`config.mk`:
```
export PLATFORM = sky130hd
export DESIGN_NAME = dac_channel_config_regs
export DESIGN_NICKNAME = d
export VERILOG_FILES = /design/src/chan_regs_pkg.sv /design/src/reg_word_if.sv /design/src/byte_pairing.sv /design/src/dac_channel_config_regs.sv
export SDC_FILE = /design/constraint.sdc
export NUM_CORES = 1
export LEC_CHECK = 0
export ABC_AREA = 1
export BUFFER_PORTS_ARGS = -buffer_cell sky130_fd_sc_hd__buf_2
export CORE_UTILIZATION = 49
export DETAILED_ROUTE_END_ITERATION = 10
export PLACE_DENSITY = 0.75
export REMOVE_ABC_BUFFERS = 1
export SLEW_MARGIN = 10
export SYNTH_ARGS = -nofsm -noshare
export SYNTH_HDL_FRONTEND = slang
export SYNTH_SLANG_ARGS = --single-unit
```
`constraint.sdc`:
```
create_clock -name clk_sys -period 1.4 [get_ports clk_sys]
set_clock_uncertainty 0.05 [all_clocks]
set_input_delay 0.28 -clock clk_sys [delete_from_list [all_inputs] [get_ports clk_sys]]
set_output_delay 0.28 -clock clk_sys [all_outputs]
set_load 0.02 [all_outputs]
```
`src/chan_regs_pkg.sv`:
```
// Constants, field layout and types shared by the channel register bank
package chan_regs_pkg;

  // Widths of the access path and the stored fields
  localparam int unsigned ADDR_W     = 8;
  localparam int unsigned DATA_W     = 16;
  localparam int unsigned BYTE_W     = 8;
  localparam int unsigned CODE_W     = 12;
  localparam int unsigned GAIN_W     = 3;
  localparam int unsigned CMP_CTRL_W = 5;

  // Register addresses as carried by the command byte
  localparam logic [ADDR_W-1:0] ADDR_NO_OPERATION    = 8'h00;
  localparam logic [ADDR_W-1:0] ADDR_CH2_MARGIN_HIGH = 8'h01;
  localparam logic [ADDR_W-1:0] ADDR_CH2_MARGIN_LOW  = 8'h02;
  localparam logic [ADDR_W-1:0] ADDR_CH2_CURR_GAIN   = 8'h03;
  localparam logic [ADDR_W-1:0] ADDR_CH0_MARGIN_HIGH = 8'h0D;
  localparam logic [ADDR_W-1:0] ADDR_CH0_MARGIN_LOW  = 8'h0E;
  localparam logic [ADDR_W-1:0] ADDR_CH0_GAIN_SELECT = 8'h0F;
  localparam logic [ADDR_W-1:0] ADDR_CH1_MARGIN_HIGH = 8'h13;
  localparam logic [ADDR_W-1:0] ADDR_CH1_MARGIN_LOW  = 8'h14;
  localparam logic [ADDR_W-1:0] ADDR_CH1_GAIN_CMP    = 8'h15;

  // Field positions inside the 16-bit word
  localparam int unsigned CODE_MSB     = 15;
  localparam int unsigned CODE_LSB     = 4;
  localparam int unsigned GAIN_MSB     = 12;
  localparam int unsigned GAIN_LSB     = 10;
  localparam int unsigned CMP_EN_BIT   = 0;
  localparam int unsigned CMP_INV_BIT  = 1;
  localparam int unsigned CMP_FB_BIT   = 2;
  localparam int unsigned CMP_PIN_BIT  = 3;
  localparam int unsigned CMP_OD_BIT   = 4;

  // Reset values
  localparam logic [DATA_W-1:0]     NO_OPERATION_VALUE = 16'h0000;
  localparam logic [CODE_W-1:0]     CODE_RESET         = 12'h000;
  localparam logic [GAIN_W-1:0]     GAIN_RESET         = 3'h0;
  localparam logic [CMP_CTRL_W-1:0] CMP_CTRL_RESET     = 5'h00;
  localparam logic [BYTE_W-1:0]     BYTE_ZERO          = 8'h00;
  localparam logic [DATA_W-1:0]     WORD_ZERO          = 16'h0000;

  // Gain codes: voltage channels valid from 1x supply to 4x internal
  localparam logic [GAIN_W-1:0] VGAIN_SUPPLY_1X   = 3'h1;
  localparam logic [GAIN_W-1:0] VGAIN_INTERNAL_4X = 3'h5;
  localparam logic [GAIN_W-1:0] IGAIN_TWO_THIRDS  = 3'h0;
  localparam logic [GAIN_W-1:0] IGAIN_ONE_HALF    = 3'h1;

  // Byte position within a data word, upper byte first
  typedef enum logic [1:0] {
    PH_UPPER = 2'b01,
    PH_LOWER = 2'b10
  } byte_phase_t;

endpackage : chan_regs_pkg

```
`src/reg_word_if.sv`:
```
// Word-level register access between byte pairing and the register bank
interface reg_word_if;
  import chan_regs_pkg::*;

  logic              wr_stb;
  logic [ADDR_W-1:0] addr;
  logic [DATA_W-1:0] wdata;
  logic [DATA_W-1:0] rdata;

  modport pairing (output wr_stb, output addr, output wdata, input rdata);
  modport regs    (input wr_stb, input addr, input wdata, output rdata);
endinterface : reg_word_if
```
`src/byte_pairing.sv`:
```
// Pairs upper and lower data bytes into register words and splits reads
module byte_pairing
  import chan_regs_pkg::*;
(
  input  wire logic              clk_sys,        // System clock
  input  wire logic              sys_rst,        // Synchronous reset, high
  input  wire logic              frame_start,    // Command byte present
  input  wire logic [ADDR_W-1:0] cmd_byte,       // Register address
  input  wire logic              byte_wr,        // Write data byte present
  input  wire logic [BYTE_W-1:0] wr_byte,        // Write data byte
  input  wire logic              byte_rd_req,    // Next read byte wanted
  output logic      [BYTE_W-1:0] rd_byte_q,      // Read data byte
  output logic                   rd_byte_valid_q, // Read byte strobe
  reg_word_if.pairing            bus             // Word side
);

  byte_phase_t       phase_q;
  logic [BYTE_W-1:0] upper_q;
  logic [BYTE_W-1:0] hold_q;
  logic [ADDR_W-1:0] addr_q;
  logic              wr_stb_q;
  logic [DATA_W-1:0] wdata_q;
  logic              byte_go;

  // A new command byte outranks a data byte in the same cycle
  assign byte_go   = (byte_wr || byte_rd_req) && !frame_start;
  assign bus.addr  = addr_q;
  assign bus.wr_stb = wr_stb_q;
  assign bus.wdata = wdata_q;

  // Address held for the whole frame
  always_ff @(posedge clk_sys)
  begin
    if (sys_rst)
      addr_q <= {ADDR_W{1'b0}};
    else if (frame_start)
      addr_q <= cmd_byte;
  end

  // Byte position, restarted by every command byte
  always_ff @(posedge clk_sys)
  begin
    if (sys_rst || frame_start)
      phase_q <= PH_UPPER;
    else if (byte_go)
    begin
      case (phase_q)
        PH_UPPER: phase_q <= PH_LOWER;
        PH_LOWER: phase_q <= PH_UPPER;
        default:  phase_q <= PH_UPPER;
      endcase
    end
  end

  // Upper byte waits for its partner; commit only on the lower byte
  always_ff @(posedge clk_sys)
  begin
    if (sys_rst)
    begin
      upper_q  <= BYTE_ZERO;
      wr_stb_q <= 1'b0;
      wdata_q  <= WORD_ZERO;
    end
    else
    begin
      wr_stb_q <= 1'b0;
      if (byte_wr && !frame_start && phase_q == PH_UPPER)
        upper_q <= wr_byte;
      if (byte_wr && !frame_start && phase_q == PH_LOWER)
      begin
        wr_stb_q <= 1'b1;
        wdata_q  <= {upper_q, wr_byte};
      end
    end
  end

  // Read snapshot at the upper byte keeps the pair coherent
  always_ff @(posedge clk_sys)
  begin
    if (sys_rst)
    begin
      rd_byte_q       <= BYTE_ZERO;
      hold_q          <= BYTE_ZERO;
      rd_byte_valid_q <= 1'b0;
    end
    else
    begin
      rd_byte_valid_q <= byte_rd_req && !frame_start;
      if (byte_rd_req && !frame_start && phase_q == PH_UPPER)
      begin
        rd_byte_q <= bus.rdata[DATA_W-1:BYTE_W];
        hold_q    <= bus.rdata[BYTE_W-1:0];
      end
      else if (byte_rd_req && !frame_start)
        rd_byte_q <= hold_q;
    end
  end
endmodule : byte_pairing

```
`src/dac_channel_config_regs.sv`:
```
// Per-channel margin and gain settings, plus the channel 1 comparator settings, of a three-channel front end
module dac_channel_config_regs
  import chan_regs_pkg::*;
(
  input  wire logic              clk_sys,                     // System clock
  input  wire logic              sys_rst,                     // Sync reset, high
  input  wire logic              frame_start,                 // Command byte present
  input  wire logic [ADDR_W-1:0] cmd_byte,                    // Register address
  input  wire logic              byte_wr,                     // Write byte present
  input  wire logic [BYTE_W-1:0] wr_byte,                     // Write data byte
  input  wire logic              byte_rd_req,                 // Read byte wanted
  input  wire logic              chan1_powered,               // Channel 1 enabled
  input  wire logic              chan1_adc_mode,              // Channel 1 analog input
  input  wire logic              cmp_raw,                     // Raw comparator level
  input  wire logic              chan1_output_pin_in,         // Pin level, unused here
  output logic      [BYTE_W-1:0] rd_byte_q,                   // Read data byte
  output logic                   rd_byte_valid_q,             // Read byte strobe
  output logic      [CODE_W-1:0] chan0_margin_high_q,         // Channel 0 high code
  output logic      [CODE_W-1:0] chan0_margin_low_q,          // Channel 0 low code
  output logic      [CODE_W-1:0] chan1_margin_high_q,         // Channel 1 high code
  output logic      [CODE_W-1:0] chan1_margin_low_q,          // Channel 1 low code
  output logic      [CODE_W-1:0] chan2_margin_high_q,         // Channel 2 high code
  output logic      [CODE_W-1:0] chan2_margin_low_q,          // Channel 2 low code
  output logic      [GAIN_W-1:0] chan0_gain_q,                // Channel 0 ref/gain
  output logic      [GAIN_W-1:0] chan1_gain_q,                // Channel 1 ref/gain
  output logic      [GAIN_W-1:0] current_output_gain_q,       // Channel 2 gain
  output logic                   chan0_gain_valid_q,          // Channel 0 code legal
  output logic                   chan1_gain_valid_q,          // Channel 1 code legal
  output logic                   current_gain_valid_q,        // Channel 2 code legal
  output logic                   cmp_result_q,                // Internal comparator
  output logic                   feedback_finite_impedance_q, // Feedback load on
  output logic                   comparator_open_drain_q,     // Pin in open-drain
  output logic                   chan1_output_pin_out_q,      // Pin drive level
  output logic                   chan1_output_pin_oe_n_q      // Pin driven when low
);

  reg_word_if bus ();

  logic [CMP_CTRL_W-1:0] cmp_ctrl_q;
  logic [DATA_W-1:0]     rdata;
  logic                  cmp_active;
  logic                  cmp_level;

  // Serial bytes to register words
  byte_pairing u_pairing (
    .clk_sys         (clk_sys),
    .sys_rst         (sys_rst),
    .frame_start     (frame_start),
    .cmd_byte        (cmd_byte),
    .byte_wr         (byte_wr),
    .wr_byte         (wr_byte),
    .byte_rd_req     (byte_rd_req),
    .rd_byte_q       (rd_byte_q),
    .rd_byte_valid_q (rd_byte_valid_q),
    .bus             (bus)
  );

  // Write hit on one address
  function automatic logic wr_hit(input logic stb, input logic [ADDR_W-1:0] a,
                                  input logic [ADDR_W-1:0] target);
    wr_hit = stb && (a == target);
  endfunction : wr_hit

  // Left-justified code field of a data word
  function automatic logic [CODE_W-1:0] code_field(input logic [DATA_W-1:0] w);
    code_field = w[CODE_MSB:CODE_LSB];
  endfunction : code_field

  // Code placed back in its word, don't-care bits read as zero
  function automatic logic [DATA_W-1:0] code_word(input logic [CODE_W-1:0] c);
    code_word = {c, {CODE_LSB{1'b0}}};
  endfunction : code_word

  // Gain field placed back in its word
  function automatic logic [DATA_W-1:0] gain_word(input logic [GAIN_W-1:0] g);
    gain_word = WORD_ZERO;
    gain_word[GAIN_MSB:GAIN_LSB] = g;
  endfunction : gain_word

  // Voltage gain legal range: 1x supply through 4x internal
  function automatic logic vgain_valid(input logic [GAIN_W-1:0] g);
    vgain_valid = (g >= VGAIN_SUPPLY_1X) && (g <= VGAIN_INTERNAL_4X);
  endfunction : vgain_valid

  // Margin-high codes; low nibble of the word dropped on write
  always_ff @(posedge clk_sys)
  begin
    if (sys_rst)
    begin
      chan0_margin_high_q <= CODE_RESET;
      chan1_margin_high_q <= CODE_RESET;
      chan2_margin_high_q <= CODE_RESET;
    end
    else
    begin
      if (wr_hit(bus.wr_stb, bus.addr, ADDR_CH0_MARGIN_HIGH))
        chan0_margin_high_q <= code_field(bus.wdata);
      if (wr_hit(bus.wr_stb, bus.addr, ADDR_CH1_MARGIN_HIGH))
        chan1_margin_high_q <= code_field(bus.wdata);
      if (wr_hit(bus.wr_stb, bus.addr, ADDR_CH2_MARGIN_HIGH))
        chan2_margin_high_q <= code_field(bus.wdata);
    end
  end

  // Margin-low codes
  always_ff @(posedge clk_sys)
  begin
    if (sys_rst)
    begin
      chan0_margin_low_q <= CODE_RESET;
      chan1_margin_low_q <= CODE_RESET;
      chan2_margin_low_q <= CODE_RESET;
    end
    else
    begin
      if (wr_hit(bus.wr_stb, bus.addr, ADDR_CH0_MARGIN_LOW))
        chan0_margin_low_q <= code_field(bus.wdata);
      if (wr_hit(bus.wr_stb, bus.addr, ADDR_CH1_MARGIN_LOW))
        chan1_margin_low_q <= code_field(bus.wdata);
      if (wr_hit(bus.wr_stb, bus.addr, ADDR_CH2_MARGIN_LOW))
        chan2_margin_low_q <= code_field(bus.wdata);
    end
  end

  // Gain fields stored as written, legal or not, so software can read back
  always_ff @(posedge clk_sys)
  begin
    if (sys_rst)
    begin
      chan0_gain_q          <= GAIN_RESET;
      chan1_gain_q          <= GAIN_RESET;
      current_output_gain_q <= GAIN_RESET;
    end
    else
    begin
      if (wr_hit(bus.wr_stb, bus.addr, ADDR_CH0_GAIN_SELECT))
        chan0_gain_q <= bus.wdata[GAIN_MSB:GAIN_LSB];
      if (wr_hit(bus.wr_stb, bus.addr, ADDR_CH1_GAIN_CMP))
        chan1_gain_q <= bus.wdata[GAIN_MSB:GAIN_LSB];
      if (wr_hit(bus.wr_stb, bus.addr, ADDR_CH2_CURR_GAIN))
        current_output_gain_q <= bus.wdata[GAIN_MSB:GAIN_LSB];
    end
  end

  // Comparator control bits share the channel 1 gain word
  always_ff @(posedge clk_sys)
  begin
    if (sys_rst)
      cmp_ctrl_q <= CMP_CTRL_RESET;
    else if (wr_hit(bus.wr_stb, bus.addr, ADDR_CH1_GAIN_CMP))
      cmp_ctrl_q <= bus.wdata[CMP_CTRL_W-1:0];
  end

  // Legality flags; downstream analog must not act on an illegal code
  always_ff @(posedge clk_sys)
  begin
    if (sys_rst)
    begin
      chan0_gain_valid_q   <= 1'b0;
      chan1_gain_valid_q   <= 1'b0;
      current_gain_valid_q <= 1'b1;
    end
    else
    begin
      chan0_gain_valid_q   <= vgain_valid(chan0_gain_q);
      chan1_gain_valid_q   <= vgain_valid(chan1_gain_q);
      current_gain_valid_q <= (current_output_gain_q == IGAIN_TWO_THIRDS) ||
                              (current_output_gain_q == IGAIN_ONE_HALF);
    end
  end

  // Read mux; no-operation and unmapped addresses read zero
  always_comb
  begin
    if (bus.addr == ADDR_NO_OPERATION)
      rdata = NO_OPERATION_VALUE;
    else if (bus.addr == ADDR_CH0_MARGIN_HIGH)
      rdata = code_word(chan0_margin_high_q);
    else if (bus.addr == ADDR_CH0_MARGIN_LOW)
      rdata = code_word(chan0_margin_low_q);
    else if (bus.addr == ADDR_CH1_MARGIN_HIGH)
      rdata = code_word(chan1_margin_high_q);
    else if (bus.addr == ADDR_CH1_MARGIN_LOW)
      rdata = code_word(chan1_margin_low_q);
    else if (bus.addr == ADDR_CH2_MARGIN_HIGH)
      rdata = code_word(chan2_margin_high_q);
    else if (bus.addr == ADDR_CH2_MARGIN_LOW)
      rdata = code_word(chan2_margin_low_q);
    else if (bus.addr == ADDR_CH0_GAIN_SELECT)
      rdata = gain_word(chan0_gain_q);
    else if (bus.addr == ADDR_CH1_GAIN_CMP)
      rdata = gain_word(chan1_gain_q) | {{(DATA_W-CMP_CTRL_W){1'b0}}, cmp_ctrl_q};
    else if (bus.addr == ADDR_CH2_CURR_GAIN)
      rdata = gain_word(current_output_gain_q);
    else
      rdata = WORD_ZERO;
  end

  assign bus.rdata = rdata;

  // Comparator runs only with the channel itself powered
  assign cmp_active = cmp_ctrl_q[CMP_EN_BIT] && chan1_powered;
  assign cmp_level  = cmp_raw ^ cmp_ctrl_q[CMP_INV_BIT];

  // Internal comparator result, low while the comparator is off
  always_ff @(posedge clk_sys)
  begin
    if (sys_rst)
      cmp_result_q <= 1'b0;
    else
      cmp_result_q <= cmp_active && cmp_level;
  end

  // Feedback load forced off in analog-input mode to protect the input
  always_ff @(posedge clk_sys)
  begin
    if (sys_rst)
      feedback_finite_impedance_q <= 1'b0;
    else
      feedback_finite_impedance_q <= cmp_ctrl_q[CMP_FB_BIT] && !chan1_adc_mode;
  end

  // Pin driver: released unless the result is routed out
  always_ff @(posedge clk_sys)
  begin
    if (sys_rst)
    begin
      chan1_output_pin_out_q  <= 1'b0;
      chan1_output_pin_oe_n_q <= 1'b1;
      comparator_open_drain_q <= 1'b0;
    end
    else if (cmp_active && cmp_ctrl_q[CMP_PIN_BIT])
    begin
      comparator_open_drain_q <= cmp_ctrl_q[CMP_OD_BIT];
      if (cmp_ctrl_q[CMP_OD_BIT])
      begin
        chan1_output_pin_out_q  <= 1'b0;
        chan1_output_pin_oe_n_q <= cmp_level;  // Release for a high result
      end
      else
      begin
        chan1_output_pin_out_q  <= cmp_level;
        chan1_output_pin_oe_n_q <= 1'b0;
      end
    end
    else
    begin
      chan1_output_pin_out_q  <= 1'b0;
      chan1_output_pin_oe_n_q <= 1'b1;
      comparator_open_drain_q <= 1'b0;
    end
  end
endmodule : dac_channel_config_regs

```
== Yosys cells after proc, flatten, opt, wreduce, memory -nomap -nowiden ==
Cells that the tools add are included.

* Order comparisons: 4
* Equality and inequality tests: 12
* Muxes and demuxes: 15
* Bitwise operators: 3
* Reduce and logical (&&, ||, !) cells: 31

{| class="wikitable"
|+ Operator list
! kind !! count
|-
| $mux 16 || 7
|-
| $mux 13 || 3
|-
| $eq 8x4->1 const B || 3
|-
| $eq 8x5->1 const B || 3
|-
| $logic_and 1x1->1 || 21
|-
| $eq 8x2->1 const B || 2
|-
| $mux 8 || 2
|-
| $or 13x5->13 || 1
|-
| $eq 8x1->1 const B || 1
|-
| $logic_not 8->1 || 1
|-
| $ge 3x1->1 const B || 2
|-
| $le 3x3->1 const B || 2
|-
| $eq 3x1->1 const B || 1
|-
| $logic_not 3->1 || 1
|-
| $logic_or 1x1->1 || 3
|-
| $reduce_or 3->1 || 1
|-
| $eq 2x1->1 const B || 1
|-
| $eq 2x2->1 const B || 1
|-
| $logic_not 1->1 || 2
|-
| $mux 1 || 2
|-
| $mux 2 || 1
|-
| $reduce_bool 2->1 || 1
|-
| $reduce_or 2->1 || 1
|-
| $not 1->1 || 1
|-
| $xor 1x1->1 || 1
|}

* Flip-flop bits (word level): 146
* Input port bits: 25
* Output and inout port bits: 98
* Logic and storage cells: 91

== Depth between registers and ports, before layout ==
* Word-level depth: 12
* Gate-level depth with buffers: 14
* Mapped depth without buffers: 14

== Hierarchy ==
Synthesis repeated with hierarchy kept, for this count alone.

* Cells, all modules: 866
* Area total of the unflattened synthesis: 6397.4 um^2

{| class="wikitable"
|+ Modules (own cells, without submodules)
! module !! times used !! cells each !! area each (um^2) !! sequential area each (um^2)
|-
| dac_channel_config_regs || 1 || 578 || 4314.1 || 1881.8
|-
| byte_pairing || 1 || 288 || 2083.2 || 1041.0
|}

== Least setup slack after synthesis ==
No wires, ideal clock.

* Kind: flip-flop to flip-flop
* From: reg u_pairing.addr_q[4], in the netlist u_pairing.bus.addr[4]
* To: reg u_pairing.hold_q[4]
* Setup time: 0.132 ns
* Arrival: 1.312 ns
* Data required time: 1.218 ns
* Slack: -0.094 ns
* Stages on the path, launching flop included: 12
* Path buffers: 1
* Clock period less this slack: 1.494 ns
* Cells stage by stage: dfxtp_1 nor2_2 nand2_4 nor2_8 inv_2 nor2_2 inv_2 buf_2 o21ai_0 inv_1 nand2_1 a21oi_1

* Longest elaborated chain between the ends: 10
* Elaborated cells on any way between the ends: 18
* Those cells by class: eq/ne: 8; mux: 9; reduce/logical: 1

{| class="wikitable"
|+ Ends and longest elaborated chain
! item !! RTL line !! RTL
|-
| from (decl) || byte_pairing.sv:20 || <nowiki>logic [ADDR_W-1:0] addr_q;</nowiki>
|-
| from (signal assigned) || byte_pairing.sv:35 || <nowiki>addr_q <= {ADDR_W{1'b0}};</nowiki>
|-
| from (signal assigned) || byte_pairing.sv:37 || <nowiki>addr_q <= cmd_byte;</nowiki>
|-
| $eq 8x5->1 || dac_channel_config_regs.sv:191 || <nowiki>else if (bus.addr == ADDR_CH1_GAIN_CMP)</nowiki>
|-
| $mux 13 || dac_channel_config_regs.sv:191 ||
|-
| $mux 13 || dac_channel_config_regs.sv:189 || <nowiki>else if (bus.addr == ADDR_CH0_GAIN_SELECT)</nowiki>
|-
| $mux 16 || dac_channel_config_regs.sv:187 || <nowiki>else if (bus.addr == ADDR_CH2_MARGIN_LOW)</nowiki>
|-
| $mux 16 || dac_channel_config_regs.sv:185 || <nowiki>else if (bus.addr == ADDR_CH2_MARGIN_HIGH)</nowiki>
|-
| $mux 16 || dac_channel_config_regs.sv:183 || <nowiki>else if (bus.addr == ADDR_CH1_MARGIN_LOW)</nowiki>
|-
| $mux 16 || dac_channel_config_regs.sv:181 || <nowiki>else if (bus.addr == ADDR_CH1_MARGIN_HIGH)</nowiki>
|-
| $mux 16 || dac_channel_config_regs.sv:179 || <nowiki>else if (bus.addr == ADDR_CH0_MARGIN_LOW)</nowiki>
|-
| $mux 16 || dac_channel_config_regs.sv:177 || <nowiki>else if (bus.addr == ADDR_CH0_MARGIN_HIGH)</nowiki>
|-
| $mux 16 (*) || dac_channel_config_regs.sv:175 || <nowiki>if (bus.addr == ADDR_NO_OPERATION)</nowiki>
|-
| to (signal assigned) || byte_pairing.sv:92 || <nowiki>hold_q <= bus.rdata[BYTE_W-1:0];</nowiki>
|-
| to (decl) || byte_pairing.sv:19 || <nowiki>logic [BYTE_W-1:0] hold_q;</nowiki>
|}

Mark *: on every way between the ends. The rest lies on a longest branch, timed or not.
A chain may end at the register's enable or synchronous reset.

== Final worst setup path ==
* From: reg u_pairing.addr_q[0], in the netlist u_pairing.bus.addr[0]
* To: reg u_pairing.rd_byte_q[3]

* Longest elaborated chain between the ends: 12
* Elaborated cells on any way between the ends: 21
* Those cells by class: eq/ne: 9; mux: 11; reduce/logical: 1

{| class="wikitable"
|+ Ends and longest elaborated chain
! item !! RTL line !! RTL
|-
| $eq 8x2->1 || dac_channel_config_regs.sv:193 || <nowiki>else if (bus.addr == ADDR_CH2_CURR_GAIN)</nowiki>
|-
| $mux 13 || dac_channel_config_regs.sv:193 ||
|-
| $mux 13 || dac_channel_config_regs.sv:191 ||
|-
| $mux 13 || dac_channel_config_regs.sv:189 ||
|-
| $mux 16 || dac_channel_config_regs.sv:187 ||
|-
| $mux 16 || dac_channel_config_regs.sv:185 ||
|-
| $mux 16 || dac_channel_config_regs.sv:183 ||
|-
| $mux 16 || dac_channel_config_regs.sv:181 ||
|-
| $mux 16 || dac_channel_config_regs.sv:179 ||
|-
| $mux 16 || dac_channel_config_regs.sv:177 ||
|-
| $mux 16 (*) || dac_channel_config_regs.sv:175 ||
|-
| $mux 8 (*) || byte_pairing.sv:89 || <nowiki>if (byte_rd_req && !frame_start && phase_q == PH_UPPER)</nowiki>
|-
| to (signal assigned) || byte_pairing.sv:91 || <nowiki>rd_byte_q <= bus.rdata[DATA_W-1:BYTE_W];</nowiki>
|-
| to (signal assigned) || byte_pairing.sv:95 || <nowiki>rd_byte_q <= hold_q;</nowiki>
|-
| to (decl) || byte_pairing.sv:12 || <nowiki>output logic [BYTE_W-1:0] rd_byte_q,</nowiki>
|}

Marked as above.

==> flow_summary.json <==
{
  "status": "complete, but fails checks",
  "failed_checks": "setup timing",
  "cellLeakagePower_nw": 3.94,
  "grt_pass1_vias": 6003,
  "worst_setup_path_startpoint": "u_pairing.bus.addr[0]",
  "floorplan.die.height_um": 112,
  "synth_enable_flop_cells": 0,
  "drive_above_1_share_pct": 41.2,
  "synth_async_sr_flop_share_pct": 0,
  "holdPathStages": 3,
  "initial_drc_count": 778,
  "synth_cell_type_count": 31,
  "total_net_switching_power_mw": 2.21,
  "worstMarginPinSlew_ps": 486,
  "clkLatencyLatePin_ps": 430,
  "dpl.hpwl_um": 12600,
  "mappedNetlistArea_mm2": 0.00598,
  "maxCapViolCount": 0,
  "design_area_mm2": 0.00887,
  "crit_arrival_ps": 2020,
  "cts.sink_count": 146,
  "wl_per_cell_um": 18.8,
  "ys_ff_latch": 146,
  "clock_power_share_pct": 45.0,
  "power.combinational.fraction_pct": 8.6,
  "seq_power_share_pct": 46.4,
  "placement.cell_area_mm2": 0.00725,
  "hold_violations": 0,
  "worst-r2r-cell-count": 14,
  "path_max_fanout": 3,
  "ios": 123,
  "timing.critical_path.required_ps": 1710,
  "num_vias": 6801,
  "routability_congestion": 0.927,
  "final_period_util_pct": 123,
  "final_nets": 1021,
  "worstSetupPathType": "reg2reg",
  "final-max-slew-violation-count": 0,
  "hp-class": "in2reg",
  "vdd.ir_drop.worst_v": 0.000714,
  "synthesis.instances": 800,
  "overflow": 0,
  "global_route_wire_length_before_repair_um": 30600,
  "setup_viol_count_final": 100,
  "finalCriticalPeriod_ps": 1720,
  "endpoint_type_of_the_worst_setup_path": "flip-flop",
  "syn_avg_cell_area_um2": 7.47,
  "reg_to_reg_start": "u_pairing.bus.addr[0]",
  "design.core.area_mm2": 0.0117,
  "grt_start_max_net_pins": 63,
  "switching_share_pct": 24.1,
  "detail_route.wirelength_um": 21700,
  "detail_route.first_pass.iterations": 9,
  "numPortBuffers": 121,
  "clkSlewWorstSetupHoldPaths_ps": 60,
  "p_per_area_mw_per_mm2": 1040,
  "tritoncts.num_buffers": 17,
  "rsz0062_at_grt": "yes",
  "ys_warn_count": 0,
  "detail-route-antenna-nets": 0,
  "maxClockFrequency_mhz": 583,
  "cellInternalPower_mw": 6.97,
  "tritoncts": "built",
  "crit_path_start_kind": "flip-flop",
  "h-tree-depth": 4,
  "std_cell_rows": 39,
  "maxSlewHeadroom_pct": 67.5,
  "drc_errors": 0,
  "clockBufferDepth": 2,
  "initial_core_util_pct": 51.2,
  "grt_usage_pct": 31.3,
  "vias_per_cell": 5.91,
  "design_power_total_mw": 9.18,
  "antenna_violations_before_repair": 0,
  "die_area_mm2": 0.0126,
  "synth_flop_cell": "dfxtp_1",
  "chipWidth_um": 112,
  "n_antenna_cell": 0,
  "ys_seq_area_share_pct": 48.9,
  "min-delay-start": "cmd_byte[4]",
  "final_critical_path_setup_slack_ps": -316,
  "area_growth_from_synthesis_to_layout_pct": 48.5,
  "cts_root_buf": "clkbuf_16"
}
## routing by layer
metal / global-route usage (%) / vias to the layer above / part of all wire, %
met5: 0 / - / 0
met2: 50.3 / 452 / 47
li1: - / 3069 / -
met4: 14.8 / 0 / 5.3
met3: 7.13 / 113 / 9.6
met1: 40.1 / 3167 / 38
## synthesized netlist by cell type (2+ instances only)
cell	instances	area share, %
nand3b_1	2	0.25
o21ai_1	12	1.0
nand2_2	6	0.63
a21oi_1	110	9.2
inv_1	74	4.6
nor3_1	7	0.59
a211oi_1	4	0.50
buf_4	6	0.75
nand3_1	47	3.9
clkbuf_1	26	1.6
nor2_1	92	5.8
inv_2	11	0.69
buf_2	9	0.75
dfxtp_1	146	49
o21bai_1	7	0.88
buf_1	2	0.13
nand2_1	90	5.7
nor2_2	7	0.73
o21ai_0	123	10
o211ai_1	8	1.0
## repair_timing
action                                  CTS  global route
hold endpoints to repair                  1             0
endpoints found under the setup margin  108           118
pin swaps                                24            53
cloned                                    7             2
buffers inserted                          7             9
resized for setup                       165           127
hold buffers                              1             0
## cell families (layout without fill, tap and decap cells)
logic type	after synthesis	in the layout	share of synthesized area [%]
simple gates	256	256	18.6
flops	146	146	48.9
xor+xnor	1	1	0.147
compound gates	268	268	23.7
buf+inv	129	337	8.69
## through the flow
stage | cells | utilization [%] | setup TNS [ps] | setup slack (ps) | hold slack (ps)
3_3_place_gp | 1094 | 62.2 | -9910 | -227 | 364
2_1_floorplan | 757 | - | -47620 | -628 | 299
3_5_place_dp | 1094 | 62.2 | -13500 | -290 | 392
6_report | 1151 | 76.1 | -13570 | -316 | 39.0
4_1_cts | 1140 | 71.7 | -5190 | -165 | 35.3
5_1_grt | 1151 | 76.1 | -19730 | -403 | 51.8
## sequential cells by signal (all words and copies together) (netlist names), 8 cells and up
name / cells
u_pairing.bus.wdata: 16
chan0_margin_high_q: 12
chan0_margin_low_q: 12
chan1_margin_high_q: 12
chan1_margin_low_q: 12
chan2_margin_high_q: 12
chan2_margin_low_q: 12
u_pairing.bus.addr: 8
u_pairing.hold_q: 8
u_pairing.rd_byte_q: 8
u_pairing.upper_q: 8
## worst max-delay path, cell delays in order, from the launching register on
cell     delay (ps)
dfxtp_2         360
buf_6           140
nand2_2          70
nor2_4          130
buf_6           120
nand3_2         100
nand2_1          90
inv_1            60
nand3_2          70
nand2_2          50
nand3_2          70
nand2_1          50
nand2_1          60
nand2_1          80
a21oi_2         140
## placed cells by master, fill, tap and decap left out, types with 2 or more instances in the layout
cell / synthesis / routed
dfxtp_1: 146 / 131
buf_2: 9 / 119
a21oi_1: 110 / 93
nor2_1: 92 / 79
nand2_1: 90 / 66
inv_1: 74 / 62
o21ai_0: 123 / 61
buf_4: 6 / 51
o21ai_2: 0 / 38
nand3_1: 47 / 33
o21ai_1: 12 / 32
buf_6: 0 / 28
nand2_2: 6 / 22
clkbuf_16: 0 / 19
nor2_4: 1 / 17
a21oi_2: 0 / 17
dfxtp_2: 0 / 14
nand3_2: 0 / 13
inv_2: 11 / 12
buf_12: 0 / 12
inv_4: 0 / 8
o211ai_1: 8 / 8
nand2_4: 1 / 7
o21bai_1: 7 / 7
clkbuf_1: 26 / 6
nor3_1: 7 / 5
nor2_2: 7 / 4
o21ai_4: 0 / 4
clkbuf_8: 0 / 4
inv_6: 0 / 3
a211oi_1: 4 / 3
clkinvlp_4: 0 / 3
clkinv_2: 1 / 3
buf_16: 0 / 3
nor3_4: 0 / 2
nand2_8: 0 / 2
nand3b_1: 2 / 2
buf_8: 0 / 2
## cell type report
class,count,area [µm²]
tap,143,179
timing repair inverter,2,12.5
inverter,86,365
sequential,146,2940
timing repair buffer,218,1710
fill,764,2790
multi-input combinational,525,3140
clock inverter,4,25.0
clock buffer,27,503
## worst paths after layout
check / to / slack, ps
max: u_pairing.rd_byte_q[3] / -320
min: u_pairing.bus.addr[4] / 40
max reg2reg: u_pairing.rd_byte_q[3] / -320
min reg2reg: chan1_output_pin_out_q / 400
## power groups by stage
stage	Combinational (mW)	Sequential (mW)	Clock (mW)
after detailed placement	0.566	4.33	0
after global placement	0.559	4.33	0
final	0.791	4.26	4.13
after floorplan	0.273	4.34	0
after CTS	0.672	4.25	4.11
after global routing	0.844	4.26	4.33
No activity file was read; power rests on OpenSTA's default activity.
